File: src/rtl/gbp_pkg.sv
// Package for the bit and byte GPIO port block
// Assumes one clock and a synchronous active-high reset
package gbp_pkg;

  // ************************************************************
  // Geometry and reset values
  // ************************************************************
  localparam int unsigned PORT_W = 8;
  localparam int unsigned NUM_PORTS = 2;
  localparam logic [7:0] RST_DIR = 8'h00;
  localparam logic [7:0] RST_LATCH = 8'h00;

  // ************************************************************
  // Commands
  // ************************************************************
  typedef enum logic [3:0] {
    GBP_NOP,
    GBP_PIN_HIGH,
    GBP_PIN_LOW,
    GBP_PIN_INVERT,
    GBP_PIN_WRITE,
    GBP_PIN_MASK,
    GBP_PIN_TEST_HIGH,
    GBP_PIN_TEST_LOW,
    GBP_PIN_INPUT,
    GBP_PIN_OUTPUT,
    GBP_PORT_INPUT,
    GBP_PORT_OUTPUT,
    GBP_PORT_WRITE,
    GBP_PORT_READ
  } gbp_cmd_t;

  typedef struct packed {
    logic valid;
    gbp_cmd_t cmd;
    logic port_sel;
    logic [2:0] bit_sel;
    logic [15:0] value;
  } gbp_req_t;

  typedef struct packed {
    logic valid;
    logic [7:0] data;
    logic flag;
  } gbp_rsp_t;

endpackage : gbp_pkg

File: src/rtl/gbp_port.sv
// Bit and byte GPIO port block: two 8-pin ports driven by commands
// Assumes pin inputs synchronous to mclk; pad resolves wire from oe
//
// Operation
// - Drive-high: pin becomes output, drives one
// - Drive-low: pin becomes output, drives zero
// - Invert: pin becomes output, driven level flips
// - Value-write latches one for any nonzero value, zero for zero; direction unchanged
// - Mask read: pin to input, level returned at its bit position
// - High/low test: pin to input, true on matching level
// - Pin make-input disables its driver
// - Pin make-output enables driver with unchanged latched level
// - Port make-input sets all eight pins to input
// - Port make-output enables all drivers, latches unchanged
// - Byte write: port to output, drives given byte
// - Byte read: port to input, returns eight sampled levels
`timescale 1ns/1ps
module gbp_port #(
  parameter int unsigned PORTS = gbp_pkg::NUM_PORTS
) (
  // Clock and reset
  input wire logic mclk,
  input wire logic reset,
  // Command and answer
  input wire gbp_pkg::gbp_req_t req,
  output gbp_pkg::gbp_rsp_t rsp,
  // Pins
  input wire logic [PORTS*gbp_pkg::PORT_W-1:0] pin_in,
  output logic [PORTS*gbp_pkg::PORT_W-1:0] pin_out,
  output logic [PORTS*gbp_pkg::PORT_W-1:0] pin_oe
);

  localparam int unsigned W = gbp_pkg::PORT_W;

  // Port select is one bit wide, so only two ports can be served
  if (PORTS != 2) begin : g_bad_ports
    $error("gbp_port serves exactly two ports");
  end

  // ************************************************************
  // Per-bit state
  // ************************************************************
  logic [PORTS-1:0][W-1:0] dir_q, dir_d;
  logic [PORTS-1:0][W-1:0] latch_q, latch_d;
  gbp_pkg::gbp_rsp_t rsp_q, rsp_d;

  logic p;
  logic [2:0] b;
  logic [W-1:0] onehot;
  logic [W-1:0] cur_in;
  logic sel_in;
  logic nz;

  assign p = req.port_sel;
  assign b = req.bit_sel;
  assign onehot = 8'h01 << b;
  assign cur_in = pin_in[p*W +: W];
  assign sel_in = cur_in[b];
  assign nz = |req.value;

  // ************************************************************
  // Next state
  // ************************************************************
  always_comb begin
    dir_d = dir_q;
    latch_d = latch_q;
    rsp_d = '0;
    if (req.valid) begin
      case (req.cmd)
        gbp_pkg::GBP_PIN_HIGH: begin
          dir_d[p][b] = 1'b1;
          latch_d[p][b] = 1'b1;
        end
        gbp_pkg::GBP_PIN_LOW: begin
          dir_d[p][b] = 1'b1;
          latch_d[p][b] = 1'b0;
        end
        gbp_pkg::GBP_PIN_INVERT: begin
          dir_d[p][b] = 1'b1;
          latch_d[p][b] = ~latch_q[p][b];
        end
        gbp_pkg::GBP_PIN_WRITE: begin
          // Stores the level only; direction is left as it was
          latch_d[p][b] = nz;
        end
        gbp_pkg::GBP_PIN_MASK: begin
          dir_d[p][b] = 1'b0;
          rsp_d.valid = 1'b1;
          rsp_d.data = cur_in & onehot;
          rsp_d.flag = sel_in;
        end
        gbp_pkg::GBP_PIN_TEST_HIGH: begin
          dir_d[p][b] = 1'b0;
          rsp_d.valid = 1'b1;
          rsp_d.flag = sel_in;
        end
        gbp_pkg::GBP_PIN_TEST_LOW: begin
          dir_d[p][b] = 1'b0;
          rsp_d.valid = 1'b1;
          rsp_d.flag = ~sel_in;
        end
        gbp_pkg::GBP_PIN_INPUT: dir_d[p][b] = 1'b0;
        gbp_pkg::GBP_PIN_OUTPUT: dir_d[p][b] = 1'b1;
        gbp_pkg::GBP_PORT_INPUT: dir_d[p] = '0;
        gbp_pkg::GBP_PORT_OUTPUT: dir_d[p] = '1;
        gbp_pkg::GBP_PORT_WRITE: begin
          dir_d[p] = '1;
          latch_d[p] = req.value[W-1:0];
        end
        gbp_pkg::GBP_PORT_READ: begin
          dir_d[p] = '0;
          rsp_d.valid = 1'b1;
          rsp_d.data = cur_in;
        end
        default: begin
        end
      endcase
    end
  end

  // ************************************************************
  // Registers
  // ************************************************************
  always_ff @(posedge mclk) begin
    if (reset) begin
      for (int i = 0; i < PORTS; i++) begin
        dir_q[i] <= gbp_pkg::RST_DIR;
        latch_q[i] <= gbp_pkg::RST_LATCH;
      end
      rsp_q <= '0;
    end else begin
      dir_q <= dir_d;
      latch_q <= latch_d;
      rsp_q <= rsp_d;
    end
  end

  // ************************************************************
  // Pin drivers
  // ************************************************************
  genvar g;
  generate
    for (g = 0; g < PORTS; g++) begin : g_pins
      // Own flops per port, so each pin comes straight from a register
      logic [W-1:0] out_q;
      logic [W-1:0] oe_q;
      always_ff @(posedge mclk) begin
        if (reset) begin
          out_q <= gbp_pkg::RST_LATCH;
          oe_q <= gbp_pkg::RST_DIR;
        end else begin
          out_q <= latch_d[g];
          oe_q <= dir_d[g];
        end
      end
      assign pin_out[g*W +: W] = out_q;
      assign pin_oe[g*W +: W] = oe_q;
    end
  endgenerate

  assign rsp = rsp_q;
endmodule : gbp_port

File: config.mk
export PLATFORM = sky130hd
export DESIGN_NAME = gbp_port
export DESIGN_NICKNAME = d
export VERILOG_FILES = /design/src/rtl/gbp_pkg.sv /design/src/rtl/gbp_port.sv
export SDC_FILE = /design/constraint.sdc
export NUM_CORES = 1
export LEC_CHECK = 0
export ABC_AREA = 1
export BUFFER_PORTS_ARGS = -buffer_cell sky130_fd_sc_hd__buf_2
export CELL_PAD_IN_SITES_DETAIL_PLACEMENT = 0
export CELL_PAD_IN_SITES_GLOBAL_PLACEMENT = 1
export CORE_UTILIZATION = 32
export DETAILED_ROUTE_END_ITERATION = 6
export HOLD_SLACK_MARGIN = 0.03
export PLACE_DENSITY = 0.87
export SLEW_MARGIN = 25
export SYNTH_ARGS = -nofsm -noshare
export SYNTH_HDL_FRONTEND = slang
export SYNTH_SLANG_ARGS = --single-unit
File: constraint.sdc
create_clock -name mclk -period 1.2 [get_ports mclk]
set_input_delay 0 -clock mclk [delete_from_list [all_inputs] [get_ports mclk]]
set_output_delay 0 -clock mclk [all_outputs]
set_load 0.01 [all_outputs]
==> run summary, run 1 <==
The count of routing violations after the opening detailed-route iteration is 230. Data arrives at the worst endpoint at 1560 ps. The number of antenna violations at the first check in global routing is 0. Ranked by total cell area, the synthesized netlist is headed by sky130_fd_sc_hd__dfxtp_1 28%, sky130_fd_sc_hd__nand2_1 21%, sky130_fd_sc_hd__a21oi_1 8.2%.

The number of setup violations in the final report is 16. The number of top-level pins is 85. In this run the critical register-to-register path is captured at g_pins[0].out_q[3]. At the later pin of the worst-skew pair, clock insertion delay measures 300 ps.

The final-stage net count is 697. For this run, global-route usage on met1 was measured as 30.6%. The number of search-and-repair iterations in the first detailed-routing pass is 5. In this design, the critical path's most frequently occurring cell is sky130_fd_sc_hd__nand2_1. The count of cells along the worst hold path is 4. The number of instances in the synthesized netlist is 495. The average instance area after synthesis came out at 6.03 µm².

The vias per cell came out at 5.10. The most instantiated library cell after synthesis is sky130_fd_sc_hd__nand2_1. Setup repair after global routing could not meet its margin everywhere. The hold violation total from the final report came out at 0. The wire length of the first global-routing pass came out at 18200 µm. The setup check on the worst reg-to-reg path leaves a slack of -130 ps. The startpoint kind of the worst setup timing path is a flip-flop. The met2 demand-to-capacity share in global routing came out at 39.8%. The timing-limited maximum frequency is 753 MHz. The weighted congestion at the end of routability-driven global placement is 0.938.

The filler cell count is 906. Input and output buffers added on the ports amount to 84. The post-route core utilization is 48.8%.

For this run, the leading register cell type out of synthesis is sky130_fd_sc_hd__dfxtp_1. The total negative slack for setup checks came out at -1610 ps. The run finished, with violations left.

The critical path is of the reg -> reg type. In the finished design, the share of the clock period the worst path needs comes to 111%. The starting utilization of the core area came out at 33.6%. The peak supply drop came out at 0.563 mV. The number of CTS-inserted buffers is 5.

The critical path's slowest cell is sky130_fd_sc_hd__dfxtp_2. The sum of net half-perimeters after detailed placement came out at 8590 µm. The final reports fail on setup timing. The largest total area in the synthesized netlist belongs to sky130_fd_sc_hd__dfxtp_1. The total number of yosys warnings came out at 0.

The area of the die is 9720 µm². Of the cells placed in the final design, the portion with a size suffix greater than 1 is 38.2%. The number of different library cells used by synthesis comes to 33. Entering global routing, the biggest net connects 20 pins. The static leakage is 2.24 nW. For hold timing, the worst endpoint is rsp[6].

The layout-stage area growth over the synthesis result came out at 45.4%. The buffers plus inverters on the worst setup path is 2. After clock tree synthesis, the clock-pin slew on the worst setup and hold paths is 80 ps. The global route total overflow came out at 0. The cell type group with the largest total delay on the critical path is simple AND/OR/NAND/NOR gates. The startpoint identified for the worst hold timing path is pin_in[5]. In this design, the stage delay of the slowest critical-path cell is 330 ps. Row generation in the floorplan step produced 34 rows. The number of slew-limit violations in the final report came to 0. TritonCTS built the clock tree. The final critical path time including I/O delays and setup came out at 1330 ps. The post-synth net total is 538. The vertical die dimension came out at 98.6 µm. The H-tree depth reported by CTS is 2. The global-route track usage on met3 came out at 3.26%. The routing layer with the top usage in global route is met2. The worst reg2reg path depth came out at 10. The final wirelength came out at 11000 µm.

The least setup slack across all paths after layout is -128 ps. The worst slew margin relative to its limit came out at 68.5%. The number of global-route vias before repair is 3845. The worst setup path is captured at a flip-flop. The share of the synthesized area in the top cell type came out at 28.2%. The clock arrives with 12.3 ps of skew. The endpoint required time on the critical path came out at 1430 ps. Of all nets on the critical path, the largest fanout is 8.

The launch point of the worst reg-to-reg path is g_pins[1].out_q[1]. The remaining antenna violation count after routing is 0. For this design the ratio of total power to cell area is 857 nW/µm². The die is 98.6 µm wide. The wire length per cell is 14.4 µm.

Detailed routing inserted a total of 3894 vias. Counting instances in the post-synthesis netlist gives the leading cell types as 163 x sky130_fd_sc_hd__nand2_1, 49 x sky130_fd_sc_hd__a21oi_1, 47 x sky130_fd_sc_hd__nor2_1, 45 x sky130_fd_sc_hd__inv_1, 42 x sky130_fd_sc_hd__dfxtp_1. The number of antenna cells inserted is 0. The placeable core region is 8890 µm². The total of flip-flops plus latches after synthesis is 42.

The number of enable flip-flop cells after synthesis came out at 0. Max-cap violations in this run came to 0. The post-placement worst setup slack came out at -255 ps. The number of clock sinks is 42. The sequential-to-total area share from yosys stat is 28.2%.

For this run, asynchronously set or reset flops after synthesis account for 0%. The tree is rooted in a sky130_fd_sc_hd__clkbuf_8. The maximum buffer depth of the clock tree is 2. For this run, the total global-route usage over all layers was measured as 23.2%. The number of DRC violations after detailed routing is 0. The class of the tightest hold or removal check is in -> reg. The signal on the critical path passes through inv_2 -> nand2_1 -> nand3_1 -> nand2_1 -> o21ai_2 -> nand3_2 -> buf_6 -> nand4_1 -> nand2_1 -> a21oi_2. The cell area after synthesis came out at 2980 µm².

The slew at the pin closest to its max-slew limit came out at 470 ps.
[tightest hold or removal path, delay by kind of cell]
kind / cells / cell delay (ps)
buf+inv: 1 / 100
simple gates: 3 / 230
[sequential cells by signal, indices dropped and copies added, names as in the netlist]
name / count
g_pins.oe_q: 8
rsp: 10
g_pins.out_q: 16
dir_q: 8
[metal layers]
| layer | vias to the layer above | share of wire (%) |
|---|---|---|
| li1 | 1949 | - |
| met1 | 1785 | 46 |
| met2 | 141 | 46 |
| met3 | 19 | 5.5 |
| met4 | 0 | 1.7 |
| met5 | - | 0 |
[area by class of cell]
type | count | area (µm²) | share of cell area (%)
inverter | 51 | 194 | 4.47
multi-input combinational | 380 | 1860 | 42.9
sequential | 42 | 861 | 19.8
tap | 108 | 135 | 3.12
timing repair buffer | 174 | 1180 | 27.1
clock inverter | 2 | 37.5 | 0.865
clock buffer | 6 | 72.6 | 1.67
[placed cells by master (no fill, tap or decap)]
master and instances:
sky130_fd_sc_hd__nand2_1 156, sky130_fd_sc_hd__buf_2 83, sky130_fd_sc_hd__buf_4 81, sky130_fd_sc_hd__nor2_1 47
sky130_fd_sc_hd__a21oi_1 41, sky130_fd_sc_hd__inv_1 29, sky130_fd_sc_hd__dfxtp_1 26, sky130_fd_sc_hd__o21ai_0 25
sky130_fd_sc_hd__inv_2 20, sky130_fd_sc_hd__nand4_1 18, sky130_fd_sc_hd__dfxtp_2 16, sky130_fd_sc_hd__nand3_1 11
sky130_fd_sc_hd__o21ai_1 10, sky130_fd_sc_hd__a31oi_1 10, sky130_fd_sc_hd__a21oi_2 9, sky130_fd_sc_hd__nand2_2 9
sky130_fd_sc_hd__nor3_1 9, sky130_fd_sc_hd__nor3b_1 9, sky130_fd_sc_hd__a221oi_1 7, sky130_fd_sc_hd__clkbuf_8 5
sky130_fd_sc_hd__buf_12 5, sky130_fd_sc_hd__nand3_2 4, sky130_fd_sc_hd__nor2_2 3, sky130_fd_sc_hd__o21ai_2 3
sky130_fd_sc_hd__dlygate4sd3_1 3, sky130_fd_sc_hd__nor2_4 2, sky130_fd_sc_hd__clkinv_2 2, sky130_fd_sc_hd__nor4_1 2
sky130_fd_sc_hd__buf_6 2, sky130_fd_sc_hd__o31ai_2 1, sky130_fd_sc_hd__o21ai_4 1, sky130_fd_sc_hd__nand3b_1 1
sky130_fd_sc_hd__nand2_4 1, sky130_fd_sc_hd__o22ai_2 1, sky130_fd_sc_hd__clkbuf_1 1, sky130_fd_sc_hd__clkinvlp_4 1
sky130_fd_sc_hd__bufinv_16 1
[how the worst max path moves through the flow]
| stage | depth (start not counted) | startpoint | end | slack [ps] |
|---|---|---|---|---|
| after floorplan | 10 | g_pins[0].out_q[5] | g_pins[0].out_q[5] | -50 |
| after global placement | 8 | req[20] | dir_q[7] | -220 |
| after detailed placement | 9 | req[21] | dir_q[5] | -250 |
| after CTS | 10 | g_pins[0].out_q[1] | g_pins[0].out_q[3] | -120 |
| after global routing | 10 | g_pins[0].out_q[6] | g_pins[0].out_q[3] | -250 |
| final | 10 | g_pins[1].out_q[1] | g_pins[0].out_q[3] | -130 |
[stage by stage]
step	power, mW	area (µm²)	std cells	hold slack [ps]
finish	3.72	4340	763	83.8
global route	3.92	4340	763	102
CTS	3.72	4300	764	79.5
detailed placement	2.54	4120	752	315
global placement	2.52	4120	752	305
floorplan	2.06	3000	495	186
[power breakdown]
group          internal (mW)  switching (mW)  leakage (nW)  total (mW)
Combinational          0.482           0.608          1.84        1.09
Sequential              1.45          0.0282         0.347        1.47
Clock                  0.622           0.530        0.0514        1.15
Total                   2.55            1.17          2.24        3.72
[cells by family (layout without fill, tap and decap cells)]
logic type / Yosys count / after routing / share of synthesized area [%]
simple gates: 272 / 272 / 39.7
compound gates: 108 / 108 / 20.6
buf+inv: 73 / 233 / 11.6
flops: 42 / 42 / 28.2
[timing repair]
action / CTS / global route
gates cloned: 0 / 0
resized for setup: 18 / 13
hold buffers: 3 / 0
pin swaps: 11 / 4
setup endpoints to repair: 16 / 30
hold endpoints to repair: 9 / 0
setup buffers: 1 / 0
No activity file was read; power rests on OpenSTA's default activity.
==> run 2, diff against run 1 <==
--- a/constraint.sdc
+++ b/constraint.sdc
@@ -3,2 +3,2 @@
 set_output_delay 0 -clock mclk [all_outputs]
-set_load 0.01 [all_outputs]
+set_load 0.005 [all_outputs]
==> run summary, run 2 (synthesis gave the netlist of run 1 again) <==
The most numerous cell type found on the critical path is sky130_fd_sc_hd__nand2_1. The setup check on the worst reg-to-reg path leaves a slack of -150 ps. In this run the tool buffered the top-level ports with 84 buffer cells. The net count of the finished layout is 699.

The power per cell area is 816 nW/µm². The starting utilization of the core area is 33.6%. The overall track demand over capacity in global routing came out at 22.6%.

Dividing the final minimum period by the clock period gives 112%. The timing-limited maximum frequency is 742 MHz. The endpoint identified for the worst register-to-register timing path is g_pins[1].out_q[2]. Headroom to the max-slew limit came out at 68.4%. The final reports fail on setup timing. The startpoint kind of the worst setup timing path is a flip-flop.

The number of flip-flops under the largest register name came out at 16. The number of search-and-repair iterations in the first detailed-routing pass came out at 5. The run finished, with violations left. The critical path in this run is classified as reg -> reg. Setup violations remaining at the end of the flow were counted as 16. The CTS clock-pin slew for the worst setup and hold paths is 100 ps. The number of global-route vias before repair is 3696. The number of antenna violations at the first check in global routing is 0. The min-delay analysis places its worst path in the category in -> reg. Fill cells in the final layout number 934.

The final critical path time including I/O delays and setup is 1350 ps. In this run the static leakage power is 2.26 nW. The setup skew after layout is 19.5 ps. The post-route cell area is 4380 µm². The number of DRC violations after detailed routing came out at 0.

The endpoint required time on the critical path came out at 1440 ps. The number of slew-limit violations in the final report came out at 0. The signal on the critical path passes through inv_2 -> nand2_1 -> nand3_2 -> nand2_1 -> o21ai_2 -> nand3_2 -> buf_6 -> nand4_1 -> nand2_1 -> a21oi_1. After the first detailed-routing iteration, the DRC count stood at 299. The worst reg2reg path depth came out at 10. The number of antenna cells inserted is 0. The core region is 8890 µm².

The library cells used most frequently in the layout, excluding fill and tap cells, are 151 x sky130_fd_sc_hd__nand2_1, 84 x sky130_fd_sc_hd__buf_4, 82 x sky130_fd_sc_hd__buf_2, 47 x sky130_fd_sc_hd__nor2_1, 41 x sky130_fd_sc_hd__a21oi_1. The peak supply drop came out at 0.547 mV. The number of max-capacitance violations reported is 0.

Setup repair after global routing could not meet its margin everywhere. The hold violation total from the final report is 0. The post-placement worst setup slack came out at -247 ps. Measured along the y axis, the die boundary spans 98.6 µm. Among all stages on the critical path, the largest delay is contributed by sky130_fd_sc_hd__dfxtp_2. The weighted congestion at the end of routability-driven global placement came out at 0.938. In this run the core area contains 34 standard-cell rows.

The horizontal extent of the die came out at 98.6 µm. In the final routed layout, each cell accounts on average for 14.2 µm. The tree is rooted in a sky130_fd_sc_hd__clkbuf_8.

STA classifies the critical path endpoint as a flip-flop. TritonCTS built the clock tree. The final wirelength is 10900 µm. The number of CTS-inserted buffers is 5. The peak per-stage delay on the critical path came out at 340 ps. Counting buffers and inverters, the worst setup path is 10 cells deep. STA puts the critical path data arrival time at 1590 ps.

In this run the cell area measured after placement is 4130 µm². The commonest non-fill, non-tap cell in the layout is sky130_fd_sc_hd__nand2_1. The via count of the routed design came out at 3973. The launching element of the worst setup path is g_pins[0].out_q[4]. The H-tree depth reported by CTS came out at 2. The global route total overflow came out at 0. The number of clock sinks is 42. Detailed placement finished with a half-perimeter wire length of 8420 µm. In this run the worst path has a maximum fanout of 8. The area of the die is 9720 µm². The number of top-level pins is 85. The largest net degree at the start of global routing is 25. In this run the critical register-to-register path is launched from g_pins[0].out_q[4]. Setup slack on the critical path of the routed design comes to -148 ps.

The layout-stage area growth over the synthesis result is 46.8%. Counting both buffers and inverters, the worst setup path holds a total of 2. After detailed routing, the number of vias per cell comes to 5.19. g_pins.out_q holds more flip-flops than any other register. Grouping stages by cell kind, the critical path spends the most delay in simple AND/OR/NAND/NOR gates. The maximum buffer depth of the clock tree is 2. The first global-routing pass estimated 17500 µm of wire.

The count of nets left with antenna violations once routing finished came out at 0. The slew at the pin closest to its max-slew limit is 471 ps. For the worst-skew pair, the clock arrives at the later sink with an insertion delay of 310 ps.

In this run the worst setup path terminates at g_pins[1].out_q[2]. The fraction of layout cells with a size suffix above 1 came out at 39.4%.
## run 2: changes by cell type in the layout (fill, tap and decap cells not counted), moves of 3 or more
cell                      change
sky130_fd_sc_hd__nand2_1      -5
sky130_fd_sc_hd__nand2_2      +5
sky130_fd_sc_hd__dfxtp_2      -3
sky130_fd_sc_hd__nand3_2      +4
sky130_fd_sc_hd__buf_4        +3
sky130_fd_sc_hd__dfxtp_1      +3
sky130_fd_sc_hd__nand3_1      -4
## run 2: worst min path at each step
stage | endpoint | from | depth (start not counted)
floorplan | rsp[8] | pin_in[15] | 2
global route | rsp[8] | req[18] | 3
finish | rsp[8] | req[18] | 3
CTS | rsp[8] | req[18] | 3
detailed placement | dir_q[3] | reset | 2
global placement | dir_q[2] | reset | 2
## run 2: per-layer routing
layer	part of all wire, %	global-route usage (%)	vias to the layer above
met4	1.9	6.77	0
met1	44	29.4	1839
li1	-	-	1952
met3	6.7	3.19	17
met5	0	0	-
met2	47	38.8	165
## run 2: repair_timing
item                                   CTS  global route
endpoints found under the hold margin    9             0
pin swaps                                5            17
hold buffers                             3             0
gates resized for setup                 10            43
setup endpoints to repair               16            31
setup buffers                            1             1
## run 2: worst min-delay path: stages
cell	delay, ps
sky130_fd_sc_hd__buf_2	140
sky130_fd_sc_hd__nand3_1	90
sky130_fd_sc_hd__a221oi_1	70
## run 2: report_power, final
| group | internal, mW | total [mW] | switching (mW) |
|---|---|---|---|
| clock network | 0.477 | 1.02 | 0.541 |
| logic | 0.486 | 1.08 | 0.598 |
| registers | 1.44 | 1.47 | 0.0282 |
## run 2: area by class of cell
| type | count | area [µm²] | share of cell area (%) |
|---|---|---|---|
| clock buffers | 7 | 86.3 | 1.97 |
| inverters | 51 | 195 | 4.46 |
| well taps | 108 | 135 | 3.09 |
| multi-input cells | 380 | 1900 | 43.5 |
| repair buffers | 176 | 1190 | 27.3 |
| clock inverters | 1 | 8.76 | 0.200 |
| flip-flops and latches | 42 | 857 | 19.6 |
## run 2: metrics by stage
stage	TNS, ps	hold WS, ps	total power, mW	std cells	util (%)
2_1_floorplan	-435	186	2.03	495	-
3_3_place_gp	-6210	303	2.50	754	46.4
3_5_place_dp	-6670	312	2.51	754	46.4
4_1_cts	-1480	59.7	3.52	766	48.1
5_1_grt	-3280	84.2	3.75	765	49.3
6_report	-1590	65.8	3.57	765	49.3
==> run 3, diff against run 2 <==
ABC_AREA = unset   (was 1)
CORE_UTILIZATION = 34   (was 32)
SKIP_LAST_GASP = 1   (was unset)
==> run summary, run 3 <==
The proportion of power drawn by flip-flops and latches came out at 41.6%. The maximum buffer depth of the clock tree came out at 2. The global route total overflow came out at 0.

The largest net degree at the start of global routing is 19. The clock network fraction of design power is 33.9%. Traced cell by cell, the critical path runs through mux4_2 -> nor4b_4 -> a211oi_2 -> nor3b_4 -> buf_12 -> a311oi_2.

The cell type group with the largest total delay on the critical path is multiplexers. For this run, the slowest stage of the critical path takes 510 ps. The worst pin sits at a relative slew slack of 71.7%. The register with the most flip-flops in the layout has 16 of them. The number of DRC violations after detailed routing is 0. The register ranked first by flip-flop count is g_pins.out_q. The weighted congestion at the end of routability-driven global placement came out at 0.873.

The largest fanout on the critical path is 6. The share of the synthesized area in the top cell type is 29.2%. The number of global-route vias before repair came to 3169. The number of antenna cells inserted is 0.

The launching element of the worst setup path is g_pins[1].out_q[5]. The number of rows created at floorplan is 33. The least setup slack across all paths after layout is -645 ps. The number of antenna violations at the first check in global routing is 0. The total negative slack for setup checks came out at -9760 ps.

Sorting the synthesized cells by area gives the leading types as sky130_fd_sc_hd__dfxtp_1 29%, sky130_fd_sc_hd__nand2_1 7.6%, sky130_fd_sc_hd__a21oi_1 7.3%. The hold violation total from the final report came out at 0. The number of instances in the synthesized netlist is 355. The post-placement worst setup slack is -683 ps.

The peak supply drop came out at 0.544 mV. The total number of yosys warnings came out at 0. The count of port buffers added during placement came out at 84. The final reports fail on setup timing. The final critical path time including I/O delays and setup is 1850 ps. The vias per cell is 5.45.

The number of setup violations in the final report is 16. The number of enable flip-flop cells after synthesis is 0. The worst reg-to-reg setup slack is -650 ps. The area of the die is 8840 µm². The number of clock sinks came out at 42. STA puts the critical path data required time at 1410 ps. The most instantiated library cell after synthesis is sky130_fd_sc_hd__nand2_1.

The synthesized design spends more area on one cell type than any other, namely sky130_fd_sc_hd__dfxtp_1. The final wirelength came out at 9870 µm. The CTS clock-pin slew for the worst setup and hold paths came out at 90 ps. STA classifies the critical path startpoint as a flip-flop.

The setup skew after layout is 4.22 ps. The CTS root buffer is sky130_fd_sc_hd__clkbuf_8. For this run, the post-layout net count is 553.

The library cell used most frequently in the layout, excluding fill and tap cells, is sky130_fd_sc_hd__buf_2. The number of CTS-inserted buffers is 5. The count of cells along the worst hold path came out at 3. The sequential-to-total area share from yosys stat is 29.2%.

Summing every instance area after synthesis gives 2880 µm². The average instance area after synthesis is 8.11 µm². The TritonCTS clock tree is built. Per report_power, the combinational group accounts for 24.5% of the total. Overall power consumption after layout is estimated at 3.41 mW. 85 I/O pins were placed. The static leakage is 2.00 nW. For this run, the leading register cell type out of synthesis is sky130_fd_sc_hd__dfxtp_1. From bottom edge to top edge, the die measures 94.0 µm. The power per cell area is 786 nW/µm².

The critical path's slowest cell is sky130_fd_sc_hd__mux4_2. The overall track demand over capacity in global routing is 22.9%. The analysis attributes to net switching a power of 0.973 mW. The slew at the pin closest to its max-slew limit came out at 425 ps. The starting utilization of the core area is 35.1%. The number of gates on the worst path with buffers counted came out at 6. Of all flip-flops after synthesis, the portion carrying an async set or reset was 0%. The critical path in this run is classified as reg -> reg.

The worst setup path is captured at a flip-flop. The remaining antenna violation count after routing is 0. The layout-stage area growth over the synthesis result is 50.8%. Once placement completed, the tool counted placed cells totaling 597. The min-delay analysis places its worst path in the category in -> reg.

The first TritonRoute pass finished after 5 iterations. The number of max-capacitance violations reported came out at 0. The switching power as a share of total power came out at 28.5%. Measured in cells, the most critical reg-to-reg path has a length of 6. The timing-limited maximum frequency came out at 542 MHz.

Of the cells placed in the final design, the portion with a size suffix greater than 1 is 43.6%. The hold slack came out at 37.2 ps. The layout has 760 filler cells. Summing over every cut layer, the via total after detailed routing is 3359. The number of distinct standard cells referenced by the synthesized netlist came out at 45.

The startpoint identified for the worst register-to-register timing path is g_pins[1].out_q[5]. The placeable core region came out at 8220 µm². The post-synth net total is 398.

The buffers plus inverters on the worst setup path came out at 1. The first global-routing pass estimated 15500 µm of wire. The startpoint identified for the worst hold timing path is pin_in[1].

The internal power consumption came out at 2.44 mW. The latest clock arrival within the worst-skew pair came out at 300 ps. The worst endpoint data arrival time came out at 2060 ps.

Ranked by instance count, the synthesized netlist is headed by 58 x sky130_fd_sc_hd__nand2_1, 42 x sky130_fd_sc_hd__a21oi_1, 42 x sky130_fd_sc_hd__dfxtp_1, 17 x sky130_fd_sc_hd__nor3b_1, 16 x sky130_fd_sc_hd__clkbuf_1. The finished layout holds 616 standard cells, fillers aside. The first routing iteration left 151 violations. The share of the clock period used by the worst path after layout is 154%.

The number of slew-limit violations in the final report came out at 0. Detailed placement ended at an HPWL of 7300 µm. In the layout the commonest cells are 83 x sky130_fd_sc_hd__buf_2, 80 x sky130_fd_sc_hd__buf_4, 57 x sky130_fd_sc_hd__nand2_1, 42 x sky130_fd_sc_hd__a21oi_1, 41 x sky130_fd_sc_hd__dfxtp_1. The total of flip-flops plus latches after synthesis came out at 42. The horizontal extent of the die came out at 94.0 µm.

After detailed routing, the average wire length per cell comes to 16.0 µm. The run finished, with violations left. The H-tree depth reported by CTS is 2. Setup repair after global routing could not meet its margin everywhere.
[run 3: changes by cell type after synthesis, sizes merged, moves of 11 or more]
| cell | delta |
|---|---|
| inv | -44 |
| o21ai | -18 |
| a211oi | +15 |
| nand4 | -17 |
| clkbuf | +11 |
| nor2 | -44 |
| nand2 | -108 |
| a311oi | +15 |
[run 3: through the flow]
| stage | cell area (µm²) | util (%) |
|---|---|---|
| finish | 4340 | 52.9 |
| global route | 4340 | 52.9 |
| CTS | 4230 | 51.5 |
| detailed placement | 3980 | 48.4 |
| global placement | 3980 | 48.4 |
| floorplan | 2930 | - |
[run 3: cell families after synthesis]
logic type | synth area share [%]
xor gates and xnor gates | 0.304
AOI/OAI and AO/OA | 26.5
and+or+nand+nor | 29.2
DFF | 29.2
buffers and inverters | 5.86
muxes | 8.95
[run 3: final timing paths]
kind / end
worst max-delay path: g_pins[1].out_q[4]
worst min-delay path: rsp[2]
worst max register to register: g_pins[1].out_q[4]
worst min register to register: dir_q[7]
[run 3: routing by layer]
layer | wire length, µm | global-route usage, %
met4 | 184 | 8.21
met2 | 4750 | 38.3
met5 | 0 | 0
met3 | 717 | 3.72
met1 | 4220 | 29.7
[run 3: timing repair]
item                                   in CTS  in global routing
endpoints found under the hold margin       4                  0
pin swaps                                   9                  7
buffers inserted                            5                  2
setup endpoints to repair                  24                 33
cloned                                      1                  0
hold buffers                                4                  0
gates resized for setup                    10                 22
[run 3: cell type report]
| class | instances | area (µm²) | area share [%] |
|---|---|---|---|
| Clock inverter | 3 | 43.8 | 1.01 |
| Inverter | 5 | 18.8 | 0.432 |
| Multi-Input combinational cell | 279 | 2010 | 46.3 |
| Clock buffer | 5 | 68.8 | 1.58 |
| Timing Repair Buffer | 177 | 1230 | 28.3 |
| Sequential cell | 42 | 842 | 19.4 |
| Tap cell | 105 | 131 | 3.02 |
[run 3: power groups by stage]
stage	clock, mW	sequential, mW	combinational (mW)
2_1_floorplan	0	1.46	0.401
3_3_place_gp	0	1.45	0.730
3_5_place_dp	0	1.45	0.745
4_1_cts	1.16	1.42	0.794
5_1_grt	1.24	1.42	0.901
6_report	1.16	1.42	0.835
[run 3: worst reg2reg max path, delay by kind of cell (launching register included)]
family          cells  cell delay (ps)
compound gates      2              290
buf+inv             1              160
flops               1              320
mux                 1              510
simple gates        2              480
